File: src/verilog/edr_pkg.sv
package edr_pkg;

    // Target program address width and byte lanes within it
    localparam int PC_W = 24;
    localparam int LOW_LSB = 0;
    localparam int HIGH_LSB = 8;
    localparam int EXT_LSB = 16;

    // I/O port addresses of the debug register set
    localparam logic [7:0] PORT_PENDING = 8'hf2;
    localparam logic [7:0] PORT_CALL_MAP = 8'hf3;
    localparam logic [7:0] PORT_EXT_BANK = 8'hf4;
    localparam logic [7:0] PORT_JUMP_UPPER = 8'hf5;
    localparam logic [7:0] PORT_BP1_EXT = 8'hf6;
    localparam logic [7:0] PORT_BP2_EXT = 8'hf7;
    localparam logic [7:0] PORT_CONTROL = 8'hf8;
    localparam logic [7:0] PORT_COMMAND = 8'hf9;
    localparam logic [7:0] PORT_JUMP_LOW = 8'hfa;
    localparam logic [7:0] PORT_JUMP_HIGH = 8'hfb;
    localparam logic [7:0] PORT_BP1_LOW = 8'hfc;
    localparam logic [7:0] PORT_BP1_HIGH = 8'hfd;
    localparam logic [7:0] PORT_BP2_LOW = 8'hfe;
    localparam logic [7:0] PORT_BP2_HIGH = 8'hff;

    // Interrupt pending bit positions
    localparam int PEND_EXT31 = 0;
    localparam int PEND_EXT30 = 1;
    localparam int PEND_EXT29 = 2;
    localparam int PEND_DIAG = 3;
    localparam int PEND_HALT = 4;
    localparam int PEND_STEP = 5;
    localparam int PEND_BP2 = 6;
    localparam int PEND_BP1 = 7;
    localparam int EXT_IRQ_W = 5;

    // Debug control byte fields
    localparam int CTL_W = 5;
    localparam int CTL_B1R = 0;
    localparam int CTL_B1W = 1;
    localparam int CTL_B2R = 2;
    localparam int CTL_B2W = 3;
    localparam int CTL_STEP = 4;

    // Debug command byte fields
    localparam int CMD_W = 6;
    localparam int CMD_FR = 0;
    localparam int CMD_FI = 1;
    localparam int CMD_FJ = 2;
    localparam int CMD_IM = 3;
    localparam int CMD_SVC = 4;
    localparam int CMD_SE = 5;

    // Service call mapping: 4 select bits, 16-byte steps in a 16-bit vector
    localparam int CALL_MAP_W = 4;
    localparam int CALL_ALIGN = 4;
    localparam int CALL_VEC_W = 16;

    // Values after reset, in stored (complemented) form
    localparam logic [7:0] BYTE_RESET = 8'h00;
    localparam logic [CALL_MAP_W-1:0] CALL_MAP_RESET = 4'h0;
    localparam logic [CTL_W-1:0] CTL_RESET = 5'h00;
    localparam logic [CMD_W-1:0] CMD_RESET = 6'h10;
    localparam logic [7:0] PEND_RESET = 8'h00;
    localparam logic [7:0] RDATA_UNMAPPED = 8'h00;

endpackage

File: src/verilog/edr_break_cmp.sv
`timescale 1ns/100ps
module edr_break_cmp #(
    parameter int ADDR_W = 24
) (
    input wire logic [ADDR_W-1:0] i_compare,
    input wire logic [ADDR_W-1:0] i_pc_addr,
    input wire logic i_pc_valid,
    input wire logic i_pc_is_write,
    input wire logic i_on_read,
    input wire logic i_on_write,
    output logic o_hit
);

    logic access_enabled;

    // All three bytes must agree and the access kind must be armed
    assign access_enabled = i_pc_is_write ? i_on_write : i_on_read;
    assign o_hit = i_pc_valid && (i_pc_addr == i_compare) && access_enabled;

endmodule

File: src/verilog/edr_debug_regs.sv
`timescale 1ns/100ps
// Functional notes
// - Pending port read returns ext 31,30,29, diagnostics, halt, step, bp2, bp1 from bit 0.
// - Mapping write stores four bits placing service calls on 16-byte steps in 0000-00FF.
// - Extended bank write captures address bits 16 to 23.
// - Extended jump write latches jump bits 16 to 23 while its strobe asserts.
// - Port F6 write loads first breakpoint extended byte; match raises first-breakpoint interrupt.
// - Port F6 read pulses next extended strobe low and returns next PC bits 16-23.
// - Port F7 write loads second breakpoint extended byte; match raises second-breakpoint interrupt.
// - Port F7 read pulses last extended strobe low and returns last PC bits 16-23.
// - Control write pulses control strobe low and loads four breakpoint enable bits and the step enable bit.
// - Control bits enable bp1 read, bp1 write, bp2 read, bp2 write, stepping; zero active.
// - Command write pulses command strobe low and drives the command flip-flops.
// - Command bits zero request reset, interrupt, jump, mask, sequence; bit 4 one enables calls.
// - Port FA write pulses low jump strobe and stores jump low byte.
// - Port FB write pulses high jump strobe and stores jump high byte.
// - Port FC write loads first breakpoint low byte compared with address low byte.
// - Port FC read pulses next low strobe and returns next PC low byte.
// - All written configuration bytes are stored complemented.
// - Port FD write loads first breakpoint high byte compared with address high byte.
// - Port FE write loads second breakpoint low byte compared with address low byte.
// - Port FF write loads second breakpoint high byte compared with address high byte.
// - Port FE read pulses last low strobe and returns last PC low byte.
module edr_debug_regs (
    input wire logic i_sys_clk,
    input wire logic i_reset,
    input wire logic [7:0] i_io_addr,
    input wire logic i_io_wr,
    input wire logic i_io_rd,
    input wire logic [7:0] i_io_wdata,
    output logic [7:0] o_io_rdata,
    output logic o_io_rvalid,
    input wire logic [edr_pkg::PC_W-1:0] i_pc_addr,
    input wire logic i_pc_valid,
    input wire logic i_pc_is_write,
    input wire logic [edr_pkg::PC_W-1:0] i_pc_next,
    input wire logic [edr_pkg::PC_W-1:0] i_pc_last,
    input wire logic [edr_pkg::EXT_IRQ_W-1:0] i_ext_irq,
    output logic o_debug_event,
    output logic [edr_pkg::CALL_VEC_W-1:0] o_service_call_base,
    output logic o_service_call_enable,
    output logic [7:0] o_extended_bank,
    output logic [edr_pkg::PC_W-1:0] o_jump_address,
    output logic o_first_break_on_read,
    output logic o_first_break_on_write,
    output logic o_second_break_on_read,
    output logic o_second_break_on_write,
    output logic o_single_step_enable,
    output logic o_forced_reset_request,
    output logic o_forced_interrupt_request,
    output logic o_forced_jump_request,
    output logic o_debug_interrupt_mask,
    output logic o_sequence_enable,
    output logic o_next_pc_ext_read_strobe_n,
    output logic o_last_pc_ext_read_strobe_n,
    output logic o_next_pc_low_read_strobe_n,
    output logic o_last_pc_low_read_strobe_n,
    output logic o_next_pc_high_read_strobe_n,
    output logic o_last_pc_high_read_strobe_n,
    output logic o_debug_control_write_strobe_n,
    output logic o_debug_command_write_strobe_n,
    output logic o_jump_low_write_strobe_n,
    output logic o_jump_high_write_strobe_n,
    output logic o_jump_upper_write_strobe_n
);

    logic [edr_pkg::CALL_MAP_W-1:0] call_map_q;
    logic [7:0] bank_q;
    logic [7:0] jump_low_q;
    logic [7:0] jump_high_q;
    logic [7:0] jump_upper_q;
    logic [7:0] bp1_low_q;
    logic [7:0] bp1_high_q;
    logic [7:0] bp1_ext_q;
    logic [7:0] bp2_low_q;
    logic [7:0] bp2_high_q;
    logic [7:0] bp2_ext_q;
    logic [edr_pkg::CTL_W-1:0] ctl_q;
    logic [edr_pkg::CMD_W-1:0] cmd_q;
    logic [7:0] pending_q;
    logic [7:0] pending_set;
    logic [edr_pkg::EXT_IRQ_W-1:0] irq_meta_q;
    logic [edr_pkg::EXT_IRQ_W-1:0] irq_sync_q;
    logic [7:0] rdata_d;
    logic bp1_hit;
    logic bp2_hit;
    logic step_event;
    logic pend_clear;

    function automatic logic wr_at(input logic [7:0] port);
        wr_at = i_io_wr && (i_io_addr == port);
    endfunction

    function automatic logic rd_at(input logic [7:0] port);
        rd_at = i_io_rd && (i_io_addr == port);
    endfunction

    // Software writes inverted values, so each byte is stored complemented
    always_ff @(posedge i_sys_clk or posedge i_reset) begin
        if (i_reset) begin
            call_map_q <= edr_pkg::CALL_MAP_RESET;
        end else if (wr_at(edr_pkg::PORT_CALL_MAP)) begin
            call_map_q <= ~i_io_wdata[edr_pkg::CALL_MAP_W-1:0];
        end
    end

    always_ff @(posedge i_sys_clk or posedge i_reset) begin
        if (i_reset) begin
            bank_q <= edr_pkg::BYTE_RESET;
        end else if (wr_at(edr_pkg::PORT_EXT_BANK)) begin
            bank_q <= ~i_io_wdata;
        end
    end

    always_ff @(posedge i_sys_clk or posedge i_reset) begin
        if (i_reset) begin
            jump_low_q <= edr_pkg::BYTE_RESET;
            jump_high_q <= edr_pkg::BYTE_RESET;
            jump_upper_q <= edr_pkg::BYTE_RESET;
        end else begin
            if (wr_at(edr_pkg::PORT_JUMP_LOW)) begin
                jump_low_q <= ~i_io_wdata;
            end
            if (wr_at(edr_pkg::PORT_JUMP_HIGH)) begin
                jump_high_q <= ~i_io_wdata;
            end
            if (wr_at(edr_pkg::PORT_JUMP_UPPER)) begin
                jump_upper_q <= ~i_io_wdata;
            end
        end
    end

    always_ff @(posedge i_sys_clk or posedge i_reset) begin
        if (i_reset) begin
            bp1_low_q <= edr_pkg::BYTE_RESET;
            bp1_high_q <= edr_pkg::BYTE_RESET;
            bp1_ext_q <= edr_pkg::BYTE_RESET;
        end else begin
            if (wr_at(edr_pkg::PORT_BP1_LOW)) begin
                bp1_low_q <= ~i_io_wdata;
            end
            if (wr_at(edr_pkg::PORT_BP1_HIGH)) begin
                bp1_high_q <= ~i_io_wdata;
            end
            if (wr_at(edr_pkg::PORT_BP1_EXT)) begin
                bp1_ext_q <= ~i_io_wdata;
            end
        end
    end

    always_ff @(posedge i_sys_clk or posedge i_reset) begin
        if (i_reset) begin
            bp2_low_q <= edr_pkg::BYTE_RESET;
            bp2_high_q <= edr_pkg::BYTE_RESET;
            bp2_ext_q <= edr_pkg::BYTE_RESET;
        end else begin
            if (wr_at(edr_pkg::PORT_BP2_LOW)) begin
                bp2_low_q <= ~i_io_wdata;
            end
            if (wr_at(edr_pkg::PORT_BP2_HIGH)) begin
                bp2_high_q <= ~i_io_wdata;
            end
            if (wr_at(edr_pkg::PORT_BP2_EXT)) begin
                bp2_ext_q <= ~i_io_wdata;
            end
        end
    end

    // Stored one means enabled, since software writes zero to enable
    always_ff @(posedge i_sys_clk or posedge i_reset) begin
        if (i_reset) begin
            ctl_q <= edr_pkg::CTL_RESET;
        end else if (wr_at(edr_pkg::PORT_CONTROL)) begin
            ctl_q <= ~i_io_wdata[edr_pkg::CTL_W-1:0];
        end
    end

    always_ff @(posedge i_sys_clk or posedge i_reset) begin
        if (i_reset) begin
            cmd_q <= edr_pkg::CMD_RESET;
        end else if (wr_at(edr_pkg::PORT_COMMAND)) begin
            cmd_q <= ~i_io_wdata[edr_pkg::CMD_W-1:0];
        end
    end

    // Strobes go low for the one cycle after the access
    always_ff @(posedge i_sys_clk or posedge i_reset) begin
        if (i_reset) begin
            o_next_pc_ext_read_strobe_n <= 1'b1;
            o_last_pc_ext_read_strobe_n <= 1'b1;
            o_next_pc_low_read_strobe_n <= 1'b1;
            o_last_pc_low_read_strobe_n <= 1'b1;
            o_next_pc_high_read_strobe_n <= 1'b1;
            o_last_pc_high_read_strobe_n <= 1'b1;
            o_debug_control_write_strobe_n <= 1'b1;
            o_debug_command_write_strobe_n <= 1'b1;
            o_jump_low_write_strobe_n <= 1'b1;
            o_jump_high_write_strobe_n <= 1'b1;
            o_jump_upper_write_strobe_n <= 1'b1;
        end else begin
            o_next_pc_ext_read_strobe_n <= !rd_at(edr_pkg::PORT_BP1_EXT);
            o_last_pc_ext_read_strobe_n <= !rd_at(edr_pkg::PORT_BP2_EXT);
            o_next_pc_low_read_strobe_n <= !rd_at(edr_pkg::PORT_BP1_LOW);
            o_last_pc_low_read_strobe_n <= !rd_at(edr_pkg::PORT_BP2_LOW);
            o_next_pc_high_read_strobe_n <= !rd_at(edr_pkg::PORT_BP1_HIGH);
            o_last_pc_high_read_strobe_n <= !rd_at(edr_pkg::PORT_BP2_HIGH);
            o_debug_control_write_strobe_n <= !wr_at(edr_pkg::PORT_CONTROL);
            o_debug_command_write_strobe_n <= !wr_at(edr_pkg::PORT_COMMAND);
            o_jump_low_write_strobe_n <= !wr_at(edr_pkg::PORT_JUMP_LOW);
            o_jump_high_write_strobe_n <= !wr_at(edr_pkg::PORT_JUMP_HIGH);
            o_jump_upper_write_strobe_n <= !wr_at(edr_pkg::PORT_JUMP_UPPER);
        end
    end

    edr_break_cmp #(
        .ADDR_W(edr_pkg::PC_W)
    ) u_first_breakpoint (
        .i_compare({bp1_ext_q, bp1_high_q, bp1_low_q}),
        .i_pc_addr(i_pc_addr),
        .i_pc_valid(i_pc_valid),
        .i_pc_is_write(i_pc_is_write),
        .i_on_read(ctl_q[edr_pkg::CTL_B1R]),
        .i_on_write(ctl_q[edr_pkg::CTL_B1W]),
        .o_hit(bp1_hit)
    );

    edr_break_cmp #(
        .ADDR_W(edr_pkg::PC_W)
    ) u_second_breakpoint (
        .i_compare({bp2_ext_q, bp2_high_q, bp2_low_q}),
        .i_pc_addr(i_pc_addr),
        .i_pc_valid(i_pc_valid),
        .i_pc_is_write(i_pc_is_write),
        .i_on_read(ctl_q[edr_pkg::CTL_B2R]),
        .i_on_write(ctl_q[edr_pkg::CTL_B2W]),
        .o_hit(bp2_hit)
    );

    // External interrupt lines come from pins, so they are synchronised first
    always_ff @(posedge i_sys_clk or posedge i_reset) begin
        if (i_reset) begin
            irq_meta_q <= '0;
            irq_sync_q <= '0;
        end else begin
            irq_meta_q <= i_ext_irq;
            irq_sync_q <= irq_meta_q;
        end
    end

    assign step_event = i_pc_valid && ctl_q[edr_pkg::CTL_STEP];
    assign pend_clear = rd_at(edr_pkg::PORT_PENDING);

    always_comb begin
        pending_set = '0;
        pending_set[edr_pkg::EXT_IRQ_W-1:0] = irq_sync_q;
        pending_set[edr_pkg::PEND_STEP] = step_event;
        pending_set[edr_pkg::PEND_BP2] = bp2_hit;
        pending_set[edr_pkg::PEND_BP1] = bp1_hit;
    end

    // Sticky; a read clears, but an event in the same cycle survives the clear
    always_ff @(posedge i_sys_clk or posedge i_reset) begin
        if (i_reset) begin
            pending_q <= edr_pkg::PEND_RESET;
        end else begin
            pending_q <= (pending_q & {8{!pend_clear}}) | pending_set;
        end
    end

    // Mask only hides the debug events; they keep collecting as pending
    always_ff @(posedge i_sys_clk or posedge i_reset) begin
        if (i_reset) begin
            o_debug_event <= 1'b0;
        end else begin
            o_debug_event <= (|pending_q[edr_pkg::PEND_BP1:edr_pkg::PEND_STEP]) && !cmd_q[edr_pkg::CMD_IM];
        end
    end

    always_comb begin
        rdata_d = edr_pkg::RDATA_UNMAPPED;
        case (i_io_addr)
            edr_pkg::PORT_PENDING: rdata_d = pending_q;
            edr_pkg::PORT_BP1_EXT: rdata_d = i_pc_next[edr_pkg::EXT_LSB +: 8];
            edr_pkg::PORT_BP2_EXT: rdata_d = i_pc_last[edr_pkg::EXT_LSB +: 8];
            edr_pkg::PORT_BP1_LOW: rdata_d = i_pc_next[edr_pkg::LOW_LSB +: 8];
            edr_pkg::PORT_BP1_HIGH: rdata_d = i_pc_next[edr_pkg::HIGH_LSB +: 8];
            edr_pkg::PORT_BP2_LOW: rdata_d = i_pc_last[edr_pkg::LOW_LSB +: 8];
            edr_pkg::PORT_BP2_HIGH: rdata_d = i_pc_last[edr_pkg::HIGH_LSB +: 8];
            default: rdata_d = edr_pkg::RDATA_UNMAPPED;
        endcase
    end

    always_ff @(posedge i_sys_clk or posedge i_reset) begin
        if (i_reset) begin
            o_io_rdata <= edr_pkg::RDATA_UNMAPPED;
            o_io_rvalid <= 1'b0;
        end else begin
            o_io_rvalid <= i_io_rd;
            if (i_io_rd) begin
                o_io_rdata <= rdata_d;
            end
        end
    end

    assign o_service_call_base = {{(edr_pkg::CALL_VEC_W - edr_pkg::CALL_MAP_W - edr_pkg::CALL_ALIGN){1'b0}},
                                  call_map_q, {edr_pkg::CALL_ALIGN{1'b0}}};
    assign o_service_call_enable = !cmd_q[edr_pkg::CMD_SVC];
    assign o_extended_bank = bank_q;
    assign o_jump_address = {jump_upper_q, jump_high_q, jump_low_q};
    assign o_first_break_on_read = ctl_q[edr_pkg::CTL_B1R];
    assign o_first_break_on_write = ctl_q[edr_pkg::CTL_B1W];
    assign o_second_break_on_read = ctl_q[edr_pkg::CTL_B2R];
    assign o_second_break_on_write = ctl_q[edr_pkg::CTL_B2W];
    assign o_single_step_enable = ctl_q[edr_pkg::CTL_STEP];
    assign o_forced_reset_request = cmd_q[edr_pkg::CMD_FR];
    assign o_forced_interrupt_request = cmd_q[edr_pkg::CMD_FI];
    assign o_forced_jump_request = cmd_q[edr_pkg::CMD_FJ];
    assign o_debug_interrupt_mask = cmd_q[edr_pkg::CMD_IM];
    assign o_sequence_enable = cmd_q[edr_pkg::CMD_SE];
endmodule

File: config.mk
export PLATFORM = sky130hd
export DESIGN_NAME = edr_debug_regs
export DESIGN_NICKNAME = d
export VERILOG_FILES = /design/src/verilog/edr_pkg.sv /design/src/verilog/edr_break_cmp.sv /design/src/verilog/edr_debug_regs.sv
export SDC_FILE = /design/constraint.sdc
export NUM_CORES = 1
export LEC_CHECK = 0
export ABC_CLOCK_PERIOD_IN_PS = 5860
export BUFFER_PORTS_ARGS = -buffer_cell sky130_fd_sc_hd__buf_2
export CAP_MARGIN = 20
export CORE_UTILIZATION = 52
export DETAILED_ROUTE_END_ITERATION = 10
export PLACE_DENSITY = 0.86
export SYNTH_ARGS = -nofsm -noshare
export SYNTH_HDL_FRONTEND = slang
export SYNTH_SLANG_ARGS = --single-unit
File: constraint.sdc
create_clock -name i_sys_clk -period 5.86 [get_ports i_sys_clk]
set_input_delay 0.879 -clock i_sys_clk [delete_from_list [all_inputs] [get_ports i_sys_clk]]
set_output_delay 0.879 -clock i_sys_clk [all_outputs]
set_load 0.05 [all_outputs]
After elaboration in Yosys (flattened, before gate mapping)
Index checks and enable logic that the tools add are counted.
W data, S select, Z words.

word-level totals
  input bits = 99
  output and inout bits = 80
  flip-flop bits (word level) = 134

operators by class
  equality and inequality tests = 16
  reduce and logical (&&, ||, !) cells = 41
  muxes and demuxes = 3
  bitwise logic cells = 6

operators by type and width
  operator              number
  $eq A8 B8 Y1 const B  14
  $pmux W8 S7           1
  $eq A24 B24 Y1        2
  $logic_and A1 B1 Y1   26
  $logic_not A1 Y1      14
  $and A8 B8 Y8         1
  $not A8 Y8            1
  $or A8 B8 Y8          1
  $not A6 Y6            1
  $not A5 Y5            1
  $not A4 Y4            1
  $reduce_or A3 Y1      1
  $mux W1               2

Logic depth before layout (Yosys ltp)
  depth in word-level cells = 5
  gate-level depth with buffers = 7

By module
From an unflattened synthesis, not the netlist that was laid out.

unflattened totals
  cell total of the unflattened synthesis = 557
  area, all modules = 6219.7 µm²

modules (own cells, without submodules)
  module          cells an instance  seq. area each (µm²)  area each (µm²)  times used
  edr_debug_regs  489                3368.2                5659.2           1
  edr_break_cmp   34                 0.0                   280.3            2

Worst setup path before layout
Ideal clock, no wire load.

  path type = input to register
  from = in i_io_addr[1]
  to = reg o_io_rdata[2]
  required time = 5716 ps
  arrival = 1990 ps
  cell stages on the path = 5
  path slack = 3726 ps
  cell sequence = buf_2 > clkbuf_1 > mux4_2 > a222oi_1 > o22ai_1

between the ends
  longest elaborated chain between the ends = 2

RTL lines
  item                  line                   source
  start, declared       edr_debug_regs.sv:27   input wire logic [7:0] i_io_addr,
  $eq A8 B8 Y1          edr_debug_regs.sv:281  case (i_io_addr)
  $pmux W8 S7 (*)       edr_debug_regs.sv:281
  end signal, assigned  edr_debug_regs.sv:295  o_io_rdata <= edr_pkg::RDATA_UNMAPPED;
  end signal, assigned  edr_debug_regs.sv:300  o_io_rdata <= rdata_d;
  end, declared         edr_debug_regs.sv:31   output logic [7:0] o_io_rdata,

Every way passes the cells marked *; elsewhere a longest branch is shown, timed or not.
A chain may end at the register's enable or synchronous reset.

Final worst setup path
  from = in i_io_addr[6]
  to = reg cmd_q[4] (netlist name)

between the ends
  longest elaborated chain between the ends = 2

RTL lines
  item                  line                   source
  $eq A8 B8 Y1          edr_debug_regs.sv:91   wr_at = i_io_wr && (i_io_addr == port);
  $logic_and A1 B1 Y1   edr_debug_regs.sv:91
  end signal, assigned  edr_debug_regs.sv:180  cmd_q <= edr_pkg::CMD_RESET;
  end signal, assigned  edr_debug_regs.sv:182  cmd_q <= ~i_io_wdata[edr_pkg::CMD_W-1:0];
  end, declared         edr_debug_regs.sv:79   logic [edr_pkg::CMD_W-1:0] cmd_q;

Every way passes these cells.

==> results.toml <==
[die]
io_pins = 179
die-area_sq_um = 11900
die_w_um = 109
initial_utilization_pct = 54.1
core_sq_um = 11000
rows = 38
dieHeight_um = 109

[grt]
antenna_found_initial = 0
overflow = 0
grt_pass1_wl_um = 25200
grt_max_degree = 92
grt_usage_pct = 29.2
grt_pass1_vias = 4673

[pwr]
swShare_pct = 26.2
seqPwrFrac_pct = 41.6
comb_power_share_pct = 12.3
pwr-share-clk_pct = 46.1
p_sw_mw = 0.631
vdd_drop_max_uv = 224
p_per_area_nw_per_um2 = 327
p_leak_nw = 3.66
internal-power_mw = 1.78

[yosys]
synth-edff-count = 0
yosys_warnings = 0
synth.ff_latch_count = 134
synthCells = 543
avgSynthCellArea_sq_um = 11.0
yosysSeqAreaShare_pct = 56.4
async_flop_share_pct = 100
synthDistinctLibCells = 48
syn_area_sq_um = 5970
synth_ff_type = "dfrtp_1"

[routing]
ant_nets = 0
firstDrtPassIters = 6
drtIter0Drc = 326
wirelength_um = 16300
viasPerCell = 5.62
wl_per_cell_um = 19.3
drc_errors = 0
num_vias = 4757

[timing]
period_needed_ns = 2.47
worst_pin_slew_ns = 1.02
skew_ns = 0.00435
min_period_over_period_pct = 42.1
final-hold-violation-count = 0
finalSetupViolations = 0
clock.fmax_mhz = 405
rsz0062_at_grt = "false"
finalSetupTns_ns = 0
max_slew_margin_pct = 31.9
slew_viol_final = 0

[worst_setup_path]
slowest_stage = "and4_1"
cp_cell_sequence = "buf_2 -> and4_1 -> nand4_1 -> o21ai_0"
crit_type = "in2reg"
slowest_delay_ns = 0.87
cp_top_family = "simple AND/OR/NAND/NOR gates"
critical_path_arrival_ns = 2.79
path_max_fanout = 18
r2r_slack_ns = 4.35
cp.required_ns = 6.18
crit_buf_inv = 1
end_kind = "flip-flop"
cp-start-kind = "input pin"

[cts]
path_clk_slew_ns = 0.06
cts_setup_buffers = 0
clockBufferDepth = 2
ctsHoldBuffers = 0
insertion_delay_ns = 0.42
htree_levels = 4
numCtsBuffers = 17
cts_root_buf = "clkbuf_16"
clock_sinks = 134
cts_tree = "built"
cts_resized = 0

[placed_design]
io_buffers = 166
dpl.hpwl_um = 11600
place.gp.congestion = 0.921
dp.cells = 814

[layout]
drive_gt1_share_pct = 32.5
area_delta_synth_final_pct = 23.4
antenna_cells = 0
nets = 793
fin_cells = 847

[outcome]
status = "completed"

[min_path]
min_path_type = "reg2reg"

[flow_run]
maxCapViolCount = 0
worst reg2reg max path: cells and delay by family (launching register included):
kind,cells,cell delay (ns)
DFF,1,0.40
and+or+nand+nor,2,0.60
xor gates and xnor gates,1,0.16
AOI/OAI and AO/OA,1,0.26
cell usage after synthesis (all sizes together) (3+ instances only):
cell type / instances / area [sq um]
a222oi: 4 / 40.0
dfrtp: 122 / 3050
xor2: 46 / 403
nand2: 87 / 327
and2: 5 / 31.3
nand4: 9 / 146
clkbuf: 9 / 33.8
o2bb2ai: 3 / 26.3
nand2b: 4 / 25.0
buf: 38 / 273
mux2i: 6 / 60.1
and3: 3 / 18.8
o22ai: 5 / 31.3
a22oi: 6 / 45.0
dfstp: 12 / 315
a21o: 5 / 37.5
a22o: 4 / 35.0
o21ai: 79 / 395
nor4: 12 / 75.1
a21oi: 16 / 80.1
mux4: 5 / 116
inv: 7 / 26.3
nand3: 9 / 60.1
mux2: 4 / 45.0
o221ai: 4 / 35.0
nor2: 21 / 78.8
sequential cells by signal (all words and copies together) (netlist names), 4 cells and up:
register / count
bp2_high_q: 8
bp2_ext_q: 8
bp2_low_q: 8
irq_sync_q: 5
cmd_q: 6
bp1_ext_q: 8
bp1_low_q: 8
o_extended_bank: 8
call_map_q: 4
jump_upper_q: 8
ctl_q: 5
jump_high_q: 8
pending_q: 8
jump_low_q: 8
o_io_rdata: 8
bp1_high_q: 8
irq_meta_q: 5
power groups by stage:
stage,Clock [mW],Sequential (mW),Combinational (mW)
after floorplan,0,1.08,0.139
after global placement,0,1.01,0.284
after detailed placement,0,1.02,0.291
after CTS,1.12,1.00,0.294
after global routing,1.16,1.01,0.318
final,1.11,1.00,0.296
final timing paths:
| kind | end | depth (start not counted) | from |
|---|---|---|---|
| min in group asynchronous | jump_low_q[1] | 2 | i_reset |
| worst max register to register | pending_q[7] | 4 | bp1_low_q[6] |
| worst min-delay path | irq_sync_q[1] | 0 | irq_meta_q[1] |
| worst min register to register | irq_sync_q[1] | 0 | irq_meta_q[1] |
| worst max-delay path | cmd_q[4] | 4 | i_io_addr[6] |
| max in group asynchronous | o_debug_control_write_strobe_n | 4 | i_reset |
area by class of cell:
type	instances	area, sq um
clock buffer	22	484
fill	870	3660
timing repair buffer	168	858
multi-input combinational	366	2310
inverter	7	28.8
sequential	134	3370
tap	140	175
clock inverter	10	144
metrics by stage:
stage / utilization, % / power, mW / hold slack (ns) / cell area, sq um / setup slack, ns
final: 66.8 / 2.41 / 0.348 / 7370 / 3.39
after global routing: 66.8 / 2.49 / 0.356 / 7370 / 3.11
after detailed placement: 60.9 / 1.31 / 0.339 / 6720 / 2.98
after CTS: 66.6 / 2.41 / 0.351 / 7350 / 3.39
after global placement: 60.9 / 1.30 / 0.333 / 6720 / 3.10
after floorplan: - / 1.21 / 0.331 / 6010 / 1.42
cells by family after synthesis:
logic type,count (synthesis),synth area share [%]
and+or+nand+nor,161,14.5
DFF,134,56.4
AOI/OAI and AO/OA,130,12.7
buffers and inverters,54,5.57
xor gates and xnor gates,48,7.04
muxes,15,3.71
other,1,0.0628
placed cells by master, fill, tap and decap left out, types with 6 or more instances in the layout:
master,n
a22oi_1,6
nor4_1,12
dfrtp_1,122
clkbuf_16,17
conb_1,12
o21ai_0,76
dfstp_2,12
inv_1,6
nand2_1,87
nand4_4,6
mux2i_1,6
xor2_1,46
buf_2,166
a21oi_1,16
nor2_1,21
nand3_1,6
per-layer routing:
layer  track usage, %  routed length, um
met2             47.4               8180
met5                0                  0
met3             5.92               1000
met4             12.0                416
met1             38.3               6710
Note: power is estimated with default switching activity, not from simulation.
